[src/lpag_pkg.sv]
package lpag_pkg;
    localparam int SMP_W = 12;
    localparam int DAT_W = 16;
    localparam int ADR_W = 8;
    localparam int BUS_AW = 8;
    localparam int NUM_TBL = 4;
    localparam int OFF_HI = 15;
    localparam int OFF_LO = 10;
    localparam int ITP_HI = 9;
    localparam int ITP_LO = 8;
    localparam int PW_HI = 7;
    localparam int PW_LO = 6;
    localparam int TL_HI = 5;
    localparam int TL_LO = 3;
    localparam int BS_HI = 2;
    localparam int BS_LO = 0;
    localparam logic [15:0] CFG_RST = 16'h0000;
    localparam int BASE_SHIFT = 5;
    localparam logic [2:0] SHIFT_TOP = 3'h7;
    localparam logic [1:0] FRAC_MAX = 2'h3;
    localparam logic [2:0] LEN_MIN_CODE = 3'h1;
    localparam logic [2:0] LEN_MAX_CODE = 3'h6;
    localparam logic [7:0] LEN_STEP = 8'h20;
    localparam logic [1:0] PW_X2 = 2'h2;
    localparam logic [1:0] PW_X4 = 2'h3;
    localparam logic [7:0] A_CFG0 = 8'h00;
    localparam logic [7:0] A_CFG1 = 8'h04;
    localparam logic [7:0] A_CFG2 = 8'h08;
    localparam logic [7:0] A_CFG3 = 8'h0c;
    localparam logic [7:0] A_CTRL = 8'h10;
    localparam logic [7:0] A_PWR = 8'h14;
    localparam logic [7:0] A_STAT = 8'h18;
    localparam logic [7:0] A_RES = 8'h1c;
    localparam logic [7:0] A_ADDR = 8'h20;
    localparam int IDX_LO = 2;
    localparam int C_STREAM = 0;
    localparam int C_START = 1;
    localparam int C_TSEL = 2;
    localparam int C_SRC = 4;
    localparam logic [1:0] RESP_OK = 2'h0;
    localparam logic [1:0] RESP_ERR = 2'h2;
    typedef enum logic [2:0] {
        ST_IDLE = 3'b000,
        ST_CALC = 3'b001,
        ST_FETCH1 = 3'b010,
        ST_WAIT1 = 3'b011,
        ST_FETCH2 = 3'b100,
        ST_WAIT2 = 3'b101
    } lpag_state_e;
endpackage

[src/lpag_ptr_if.sv]
`timescale 1ns/1ps
`default_nettype none
interface lpag_ptr_if;
    logic [15:0] cfg;
    logic [11:0] sample;
    logic [7:0] addr;
    logic [7:0] index;
    logic [7:0] len;
    logic [2:0] frac;
    logic at_end;
    modport calc(input cfg, sample, output addr, index, len, frac, at_end);
    modport user(output cfg, sample, input addr, index, len, frac, at_end);
endinterface
`default_nettype wire

[src/lpag_ptr_calc.sv]
`timescale 1ns/1ps
`default_nettype none
module lpag_ptr_calc (
    lpag_ptr_if.calc p // Pointer request and result.
);
    logic signed [5:0] off;
    logic [1:0] pw;
    logic [1:0] itp;
    logic [1:0] pw_sh;
    logic [2:0] sh;
    logic [11:0] raw;
    logic signed [16:0] off_s;
    logic signed [16:0] sum;
    logic signed [16:0] scaled;
    logic signed [13:0] ipart;

    // Unused length codes fall back to the smallest table.
    function automatic logic [7:0] tbl_len(input logic [2:0] code);
        if (code < lpag_pkg::LEN_MIN_CODE || code > lpag_pkg::LEN_MAX_CODE)
            return lpag_pkg::LEN_STEP;
        return 8'(code * lpag_pkg::LEN_STEP);
    endfunction

    always_comb begin
        off = $signed(p.cfg[lpag_pkg::OFF_HI:lpag_pkg::OFF_LO]);
        itp = p.cfg[lpag_pkg::ITP_HI:lpag_pkg::ITP_LO];
        pw = p.cfg[lpag_pkg::PW_HI:lpag_pkg::PW_LO];
        p.len = tbl_len(p.cfg[lpag_pkg::TL_HI:lpag_pkg::TL_LO]);
        sh = 3'(lpag_pkg::SHIFT_TOP - {1'b0, pw} - {1'b0, itp});
        raw = p.sample >> sh;
        pw_sh = (pw == lpag_pkg::PW_X4) ? 2'h2 :
                (pw == lpag_pkg::PW_X2) ? 2'h1 : 2'h0;
        off_s = 17'(off) <<< pw_sh;
        sum = $signed({5'h00, raw}) + (off_s <<< itp);
        // Every code is brought to three fraction bits to share one path.
        scaled = sum <<< (lpag_pkg::FRAC_MAX - itp);
        ipart = 14'(scaled >>> lpag_pkg::FRAC_MAX);
        p.index = 8'h00;
        p.frac = 3'h0;
        p.at_end = 1'b0;
        if (sum < 0) begin
            p.index = 8'h00;
        end else if (ipart >= $signed({6'h00, p.len - 8'h01})) begin
            p.index = p.len - 8'h01;
            p.at_end = 1'b1;
        end else begin
            p.index = ipart[7:0];
            p.frac = scaled[2:0];
        end
        // Base plus index wraps modulo the word space; equal codes alias.
        p.addr = 8'((8'(p.cfg[lpag_pkg::BS_HI:lpag_pkg::BS_LO])
                 << lpag_pkg::BASE_SHIFT) + p.index);
    end
endmodule
`default_nettype wire

[src/lpag_interp.sv]
`timescale 1ns/1ps
`default_nettype none
module lpag_interp (
    input wire logic signed [15:0] first_val, // Entry at lower address.
    input wire logic signed [15:0] second_val, // Entry at next address.
    input wire logic [2:0] frac, // Fraction in eighths.
    output logic signed [15:0] result // Blended value.
);
    logic signed [16:0] diff;
    logic signed [20:0] prod;

    // Entries kept to 13 signed bits cannot overflow the sum.
    always_comb begin
        diff = 17'(second_val) - 17'(first_val);
        prod = 21'(diff) * 21'($signed({1'b0, frac}));
        result = 16'(17'(first_val) + 17'(prod >>> lpag_pkg::FRAC_MAX));
    end
endmodule
`default_nettype wire

[src/lpag_top.sv]
// Decided for this implementation: the register addresses and the AXI4-Lite interface to the registers.
`timescale 1ns/1ps
`default_nettype none
// How it works
// - Config word packs offset, interp, width, length, base.
// - Four tables, each with own config word.
// - Config words writable only in streaming mode.
// - Source is latest ADC or power parameter.
// - Shift sample right by seven minus codes.
// - Width codes give 5 to 8 integer bits.
// - Offset scaled by two or four for wide pointers.
// - Offset is six-bit two's complement.
// - Scaled offset added before limiting.
// - Clamp negative to zero, overrun to last.
// - Pointer wider than table is accepted.
// - Length codes 1-6 give 32 to 192 entries.
// - Interp code adds zero to three fraction bits.
// - Code zero returns the addressed word directly.
// - Address is base times 32 plus pointer.
// - Otherwise blend two nearest entries by fraction.
// - Equal base codes share one region.
// - Base codes 2-7 map to 0x40-0xE0.
// - Entries are 16-bit signed.
module lpag_top (
    input wire logic core_clk, // System clock.
    input wire logic sys_rst, // Synchronous reset, high.
    input wire logic [7:0] s_axi_awaddr, // Write address.
    input wire logic s_axi_awvalid, // Write address valid.
    output logic s_axi_awready, // Write address ready.
    input wire logic [31:0] s_axi_wdata, // Write data.
    input wire logic [3:0] s_axi_wstrb, // Write byte strobes.
    input wire logic s_axi_wvalid, // Write data valid.
    output logic s_axi_wready, // Write data ready.
    output logic [1:0] s_axi_bresp, // Write response.
    output logic s_axi_bvalid, // Write response valid.
    input wire logic s_axi_bready, // Write response ready.
    input wire logic [7:0] s_axi_araddr, // Read address.
    input wire logic s_axi_arvalid, // Read address valid.
    output logic s_axi_arready, // Read address ready.
    output logic [31:0] s_axi_rdata, // Read data.
    output logic [1:0] s_axi_rresp, // Read response.
    output logic s_axi_rvalid, // Read data valid.
    input wire logic s_axi_rready, // Read data ready.
    input wire logic [11:0] adc_result, // Latest converter sample.
    input wire logic adc_valid, // Sample strobe.
    output logic mem_rd_en, // Table read request pulse.
    output logic [7:0] mem_addr, // Table word address.
    input wire logic mem_rd_valid, // Read data strobe.
    input wire logic [15:0] mem_rd_data, // Read data word.
    output logic [15:0] result_data, // Looked-up value.
    output logic result_valid // Result strobe.
);
    logic aw_hold_reg, aw_hold_next, w_hold_reg, w_hold_next;
    logic [7:0] aw_addr_reg, aw_addr_next;
    logic [31:0] w_data_reg, w_data_next;
    logic [3:0] w_strb_reg, w_strb_next;
    logic bvalid_reg, bvalid_next;
    logic [1:0] bresp_reg, bresp_next;
    logic wr_fire, wr_ok;
    logic rvalid_reg, rvalid_next;
    logic [31:0] rdata_reg, rdata_next, rd_word;
    logic [1:0] rresp_reg, rresp_next;
    logic rd_ok;
    logic [3:0][15:0] cfg_reg, cfg_next;
    logic stream_reg, stream_next, src_reg, src_next;
    logic [1:0] tsel_reg, tsel_next;
    logic [11:0] pwr_reg, pwr_next, adc_last_reg, adc_last_next;
    logic start;
    lpag_pkg::lpag_state_e state_reg, state_next;
    logic [11:0] samp_reg, samp_next;
    logic [1:0] tbl_reg, tbl_next;
    logic [7:0] addr1_reg, addr1_next, mem_addr_reg, mem_addr_next;
    logic [2:0] frac_reg, frac_next;
    logic [15:0] d1_reg, d1_next, res_reg, res_next;
    logic res_valid_reg, res_valid_next, clamp_reg, clamp_next;
    logic signed [15:0] blend;
    lpag_ptr_if ptr();

    function automatic logic [15:0] merge16(input logic [15:0] old,
                                            input logic [31:0] data,
                                            input logic [3:0] strb);
        logic [15:0] v;
        v = old;
        if (strb[0]) v[7:0] = data[7:0];
        if (strb[1]) v[15:8] = data[15:8];
        return v;
    endfunction

    assign ptr.cfg = cfg_reg[tbl_reg];
    assign ptr.sample = samp_reg;

    lpag_ptr_calc u_calc (
        .p(ptr)
    );

    lpag_interp u_interp (
        .first_val(d1_reg),
        .second_val(mem_rd_data),
        .frac(frac_reg),
        .result(blend)
    );

    assign s_axi_awready = !aw_hold_reg;
    assign s_axi_wready = !w_hold_reg;
    assign s_axi_bvalid = bvalid_reg;
    assign s_axi_bresp = bresp_reg;
    assign s_axi_arready = !rvalid_reg;
    assign s_axi_rvalid = rvalid_reg;
    assign s_axi_rdata = rdata_reg;
    assign s_axi_rresp = rresp_reg;
    assign mem_rd_en = (state_reg == lpag_pkg::ST_FETCH1) ||
                       (state_reg == lpag_pkg::ST_FETCH2);
    assign mem_addr = mem_addr_reg;
    assign result_data = res_reg;
    assign result_valid = res_valid_reg;
    assign wr_fire = aw_hold_reg && w_hold_reg && !bvalid_reg;

    always_comb begin
        aw_hold_next = aw_hold_reg;
        aw_addr_next = aw_addr_reg;
        w_hold_next = w_hold_reg;
        w_data_next = w_data_reg;
        w_strb_next = w_strb_reg;
        bvalid_next = bvalid_reg;
        bresp_next = bresp_reg;
        if (s_axi_awvalid && !aw_hold_reg) begin
            aw_hold_next = 1'b1;
            aw_addr_next = s_axi_awaddr;
        end
        if (s_axi_wvalid && !w_hold_reg) begin
            w_hold_next = 1'b1;
            w_data_next = s_axi_wdata;
            w_strb_next = s_axi_wstrb;
        end
        if (wr_fire) begin
            aw_hold_next = 1'b0;
            w_hold_next = 1'b0;
            bvalid_next = 1'b1;
            bresp_next = wr_ok ? lpag_pkg::RESP_OK : lpag_pkg::RESP_ERR;
        end else if (bvalid_reg && s_axi_bready) begin
            bvalid_next = 1'b0;
        end
    end

    always_ff @(posedge core_clk) begin
        if (sys_rst) begin
            aw_hold_reg <= 1'b0;
            aw_addr_reg <= 8'h00;
            w_hold_reg <= 1'b0;
            w_data_reg <= 32'h0;
            w_strb_reg <= 4'h0;
            bvalid_reg <= 1'b0;
            bresp_reg <= lpag_pkg::RESP_OK;
        end else begin
            aw_hold_reg <= aw_hold_next;
            aw_addr_reg <= aw_addr_next;
            w_hold_reg <= w_hold_next;
            w_data_reg <= w_data_next;
            w_strb_reg <= w_strb_next;
            bvalid_reg <= bvalid_next;
            bresp_reg <= bresp_next;
        end
    end

    always_comb begin
        rd_word = 32'h0;
        rd_ok = 1'b1;
        case (s_axi_araddr)
            lpag_pkg::A_CFG0, lpag_pkg::A_CFG1, lpag_pkg::A_CFG2,
            lpag_pkg::A_CFG3: begin
                rd_word = {16'h0, cfg_reg[s_axi_araddr[lpag_pkg::IDX_LO +: 2]]};
            end
            lpag_pkg::A_CTRL: rd_word = {27'h0, src_reg, tsel_reg, 1'b0,
                                         stream_reg};
            lpag_pkg::A_PWR: rd_word = {20'h0, pwr_reg};
            lpag_pkg::A_STAT: rd_word = {30'h0, clamp_reg,
                                         state_reg != lpag_pkg::ST_IDLE};
            lpag_pkg::A_RES: rd_word = {16'h0, res_reg};
            lpag_pkg::A_ADDR: rd_word = {24'h0, addr1_reg};
            default: rd_ok = 1'b0;
        endcase
        rvalid_next = rvalid_reg;
        rdata_next = rdata_reg;
        rresp_next = rresp_reg;
        if (s_axi_arvalid && !rvalid_reg) begin
            rvalid_next = 1'b1;
            rdata_next = rd_word;
            rresp_next = rd_ok ? lpag_pkg::RESP_OK : lpag_pkg::RESP_ERR;
        end else if (rvalid_reg && s_axi_rready) begin
            rvalid_next = 1'b0;
        end
    end

    always_ff @(posedge core_clk) begin
        if (sys_rst) begin
            rvalid_reg <= 1'b0;
            rdata_reg <= 32'h0;
            rresp_reg <= lpag_pkg::RESP_OK;
        end else begin
            rvalid_reg <= rvalid_next;
            rdata_reg <= rdata_next;
            rresp_reg <= rresp_next;
        end
    end

    always_comb begin
        cfg_next = cfg_reg;
        stream_next = stream_reg;
        src_next = src_reg;
        tsel_next = tsel_reg;
        pwr_next = pwr_reg;
        adc_last_next = adc_valid ? adc_result : adc_last_reg;
        start = 1'b0;
        wr_ok = 1'b1;
        case (aw_addr_reg)
            lpag_pkg::A_CFG0, lpag_pkg::A_CFG1, lpag_pkg::A_CFG2,
            lpag_pkg::A_CFG3: begin
                // Locked words answer with an error so software notices.
                wr_ok = stream_reg;
                if (wr_fire && stream_reg)
                    cfg_next[aw_addr_reg[lpag_pkg::IDX_LO +: 2]] = merge16(
                        cfg_reg[aw_addr_reg[lpag_pkg::IDX_LO +: 2]],
                        w_data_reg, w_strb_reg);
            end
            lpag_pkg::A_CTRL: begin
                if (wr_fire && w_strb_reg[0]) begin
                    stream_next = w_data_reg[lpag_pkg::C_STREAM];
                    tsel_next = w_data_reg[lpag_pkg::C_TSEL +: 2];
                    src_next = w_data_reg[lpag_pkg::C_SRC];
                    start = w_data_reg[lpag_pkg::C_START];
                end
            end
            lpag_pkg::A_PWR: begin
                if (wr_fire)
                    pwr_next = 12'(merge16({4'h0, pwr_reg}, w_data_reg,
                                           w_strb_reg));
            end
            lpag_pkg::A_STAT, lpag_pkg::A_RES, lpag_pkg::A_ADDR: wr_ok = 1'b1;
            default: wr_ok = 1'b0;
        endcase
    end

    always_ff @(posedge core_clk) begin
        if (sys_rst) begin
            cfg_reg <= {lpag_pkg::NUM_TBL{lpag_pkg::CFG_RST}};
            stream_reg <= 1'b0;
            src_reg <= 1'b0;
            tsel_reg <= 2'h0;
            pwr_reg <= 12'h000;
            adc_last_reg <= 12'h000;
        end else begin
            cfg_reg <= cfg_next;
            stream_reg <= stream_next;
            src_reg <= src_next;
            tsel_reg <= tsel_next;
            pwr_reg <= pwr_next;
            adc_last_reg <= adc_last_next;
        end
    end

    // A start while a lookup runs is dropped; software polls busy first.
    always_comb begin
        state_next = state_reg;
        samp_next = samp_reg;
        tbl_next = tbl_reg;
        addr1_next = addr1_reg;
        mem_addr_next = mem_addr_reg;
        frac_next = frac_reg;
        d1_next = d1_reg;
        res_next = res_reg;
        res_valid_next = 1'b0;
        clamp_next = clamp_reg;
        case (state_reg)
            lpag_pkg::ST_IDLE: begin
                if (start) begin
                    samp_next = src_next ? pwr_reg : adc_last_reg;
                    tbl_next = tsel_next;
                    state_next = lpag_pkg::ST_CALC;
                end
            end
            lpag_pkg::ST_CALC: begin
                addr1_next = ptr.addr;
                mem_addr_next = ptr.addr;
                frac_next = ptr.frac;
                clamp_next = ptr.at_end;
                state_next = lpag_pkg::ST_FETCH1;
            end
            lpag_pkg::ST_FETCH1: state_next = lpag_pkg::ST_WAIT1;
            lpag_pkg::ST_WAIT1: begin
                if (mem_rd_valid) begin
                    d1_next = mem_rd_data;
                    if (frac_reg == 3'h0) begin
                        res_next = mem_rd_data;
                        res_valid_next = 1'b1;
                        state_next = lpag_pkg::ST_IDLE;
                    end else begin
                        mem_addr_next = addr1_reg + 8'h01;
                        state_next = lpag_pkg::ST_FETCH2;
                    end
                end
            end
            lpag_pkg::ST_FETCH2: state_next = lpag_pkg::ST_WAIT2;
            lpag_pkg::ST_WAIT2: begin
                if (mem_rd_valid) begin
                    res_next = blend;
                    res_valid_next = 1'b1;
                    state_next = lpag_pkg::ST_IDLE;
                end
            end
            default: state_next = lpag_pkg::ST_IDLE;
        endcase
    end

    always_ff @(posedge core_clk) begin
        if (sys_rst) begin
            state_reg <= lpag_pkg::ST_IDLE;
            samp_reg <= 12'h000;
            tbl_reg <= 2'h0;
            addr1_reg <= 8'h00;
            mem_addr_reg <= 8'h00;
            frac_reg <= 3'h0;
            d1_reg <= 16'h0000;
            res_reg <= 16'h0000;
            res_valid_reg <= 1'b0;
            clamp_reg <= 1'b0;
        end else begin
            state_reg <= state_next;
            samp_reg <= samp_next;
            tbl_reg <= tbl_next;
            addr1_reg <= addr1_next;
            mem_addr_reg <= mem_addr_next;
            frac_reg <= frac_next;
            d1_reg <= d1_next;
            res_reg <= res_next;
            res_valid_reg <= res_valid_next;
            clamp_reg <= clamp_next;
        end
    end
endmodule
`default_nettype wire

[config.mk]
export PLATFORM = sky130hd
export DESIGN_NAME = lpag_top
export DESIGN_NICKNAME = d
export VERILOG_FILES = /design/src/lpag_pkg.sv /design/src/lpag_ptr_if.sv /design/src/lpag_ptr_calc.sv /design/src/lpag_interp.sv /design/src/lpag_top.sv
export SDC_FILE = /design/constraint.sdc
export NUM_CORES = 1
export LEC_CHECK = 0
export ABC_AREA = 1
export BUFFER_PORTS_ARGS = -buffer_cell sky130_fd_sc_hd__buf_2
export CORE_MARGIN = 2
export CORE_UTILIZATION = 40
export DETAILED_ROUTE_END_ITERATION = 8
export PLACE_DENSITY = 0.57
export SYNTH_ARGS = -nofsm -noshare
export SYNTH_HDL_FRONTEND = slang
export SYNTH_SLANG_ARGS = --single-unit
[constraint.sdc]
create_clock -name core_clk -period 8.1 [get_ports core_clk]
set_clock_uncertainty 0.15 [all_clocks]
set_input_delay 0.81 -clock core_clk [delete_from_list [all_inputs] [get_ports core_clk]]
set_output_delay 0.81 -clock core_clk [all_outputs]
set_load 0.01 [all_outputs]
==> results.cfg <==
[floorplanning]
fp.dieArea_mm2 = 0.0385
die_width_um = 196
core_area_mm2 = 0.0365
initial_core_util_pct = 40.5
num_rows = 70
io_pins = 156
die_h_um = 196

[clocking]
clock_path_buffers = 3
hold_buffers = 0
cts_buffers = 25
post_cts_buffers = 0
cts_root_buffer = clkbuf_16
numClockSinks = 210
cts_tree = built
htree_levels = 1
clk_pin_slew_ps = 60
clock_latency_ps = 550
cts.repair.resized = 0

[worst_setup_path]
arrival_ps = 7610
critPathLaunch = tbl_reg[0]
worst_ep_required_time_ps = 8350
path_class = register to register
max_stage_delay_ps = 870
cp-end-kind = register
r2r_start = tbl_reg[0]
slowest_stage = dfxtp_1
crit_top_cell = nand2_1
crit_fanout = 32
startpoint_type = register

[synth]
yosysWarnings = 0
synthFlopType = dfxtp_1
synthArstFlopShare_pct = 0
netlist_area_mm2 = 0.0148
yosys_register_bits = 210
synth-seq-area-share_pct = 28.4
synth_cell_types = 61
syn_avg_cell_area_um2 = 6.73
syn-instance-count = 2198
synth_edf_count = 0

[sta]
min_period_over_period_pct = 90.8
hold_ws_ps = 311
finalSetupTns_ps = 0
rsz0062_at_grt = false
fin_crit_ps = 7360
maxSlewHeadroom_pct = 31.6
tightest_slew_ps = 1020
finalMaxSlewViolations = 0
setup_viol_count_final = 0
hold_violations = 0
fmax_ghz = 0.136

[run_status]
outcome = complete, no violations

[final_layout]
multi_input_area_mm2 = 0.00880
area_growth_syn_to_layout_pct = 12.3
largest_register_ffs = 64
post-route-cell-area_mm2 = 0.0166
nFillCells = 3789
drive_gt1_share_pct = 10.2
final_cells = 2759
nets = 2464
regArea_mm2 = 0.00420

[place]
gp_congestion = 0.922
placed_area_mm2 = 0.0156
dp_hpwl_mm = 37.6
dp.cells = 2712
io_buffers = 119

[routing]
drt_iter0_drc = 1228
via_count = 15000
drc = 0
dr.pass1.iters = 5
viasPerCell = 5.43
routed_wl_mm = 50.0
wl_per_cell_um = 18.1
ant_nets = 0

[pwr]
design_power_total_uw = 2890
peakVddDrop_mv = 0.139
p_leak_uw = 0.00740
power_density_mw_per_mm2 = 174

[grt]
grt.overflow.total = 0
antenna_found_initial = 0
grt_pass1_wl_mm = 78.1
grt_pass1_vias = 14300
grt_usage_pct = 25.7
grt_max_degree = 93

[worst_hold_path]
hold_start = mem_addr[0]
worstHoldPathType = register to register

[job]
drv_cap = 0
[power breakdown]
group	switching, uW	internal, uW	leakage (uW)	total (uW)
logic	299	129	0.00522	428
registers	48.4	1090	0.00171	1140
clock network	481	845	0.000474	1330
[layout make-up]
class / count / area share, %
diodes: 1 / 0.0151
clock buffers: 33 / 4.31
clock inverters: 13 / 1.53
inverters: 344 / 7.85
multi-input cells: 1552 / 53.0
flip-flops and latches: 210 / 25.3
well taps: 468 / 3.53
repair buffers: 138 / 4.45
[critical path: cells and delay by family (launching register included)]
kind                       cells  cell delay (ps)
buffers and inverters          5              720
DFF                            1              870
AOI/OAI and AO/OA              6              710
and+or+nand+nor               23             2340
xor gates and xnor gates       1              230
adders and majority gates      6             2160
[synth_stat cells (8+ instances only)]
library cell,number,area (um2)
nor2_2,8,50.1
buf_2,9,45.0
nor3_1,12,60.1
o21ai_1,13,65.1
o21bai_1,8,60.1
a31oi_1,15,93.8
fa_1,21,420
clkbuf_1,70,263
clkinv_1,8,30.0
nand3_1,101,505
dfxtp_1,210,4200
xnor2_1,11,96.3
xor2_1,30,263
o22ai_1,26,163
o21ai_0,246,1230
o221ai_1,13,114
inv_1,328,1230
o211ai_1,28,210
ha_1,83,1040
buf_4,21,158
a22oi_1,18,135
nor2_1,183,687
nand4_1,20,125
a21oi_1,232,1160
nand2_1,365,1370
[metal layers]
layer | part of all wire, % | vias to the layer above | global-route usage [%]
met5 | 0 | - | 0
met4 | 2.4 | 0 | 6.59
met3 | 9.3 | 86 | 6.55
met2 | 43 | 511 | 40.9
met1 | 45 | 6915 | 34.8
li1 | - | 7464 | -
[stage by stage]
stage | utilization [%] | worst slack [ps]
global route | 45.5 | 155
finish | 45.5 | 744
floorplan | - | 1820
detailed placement | 42.8 | 874
global placement | 42.8 | 969
CTS | 45.5 | 853
[final timing paths]
kind / endpoint / slack, ps / depth (start not counted)
worst min register to register: mem_addr[0] / 310 / 2
worst max-delay path: mem_addr[7] / 740 / 41
worst min-delay path: mem_addr[0] / 310 / 2
worst max register to register: mem_addr[7] / 740 / 41
[cell usage in the layout (no fill, tap or decap), types with 5 or more instances in the layout]
master,count
nand2_2,6
nand3_1,101
o211ai_1,28
nor2_1,183
o32ai_1,6
o2111ai_1,5
a31oi_1,15
buf_2,119
o22ai_1,26
nand3_2,5
nor3_1,12
dfxtp_1,210
conb_1,18
inv_2,5
a22oi_1,18
o21bai_1,8
a21oi_1,232
xor2_1,30
a211oi_1,5
a41oi_1,5
ha_1,83
o21ai_2,7
nor2_2,8
clkinv_1,8
inv_1,327
mux2i_1,6
clkbuf_16,25
o21ai_1,14
buf_4,19
o21ai_0,244
nand2_1,365
xnor2_1,11
o221ai_1,13
bufinv_16,7
nand4_1,20
fa_1,21
clkbuf_8,6
[kinds of logic after synthesis]
family	after synthesis	share of synthesized area [%]
AO/OA/AOI/OAI	663	25.8
XOR/XNOR	41	2.43
adder cells (fa/ha/maj)	104	9.87
buffers and inverters	453	12.5
flip-flops	210	28.4
multiplexers	6	0.406
other	1	0.0254
AND/OR/NAND/NOR	720	20.6
No activity file was read; power rests on OpenSTA's default activity.
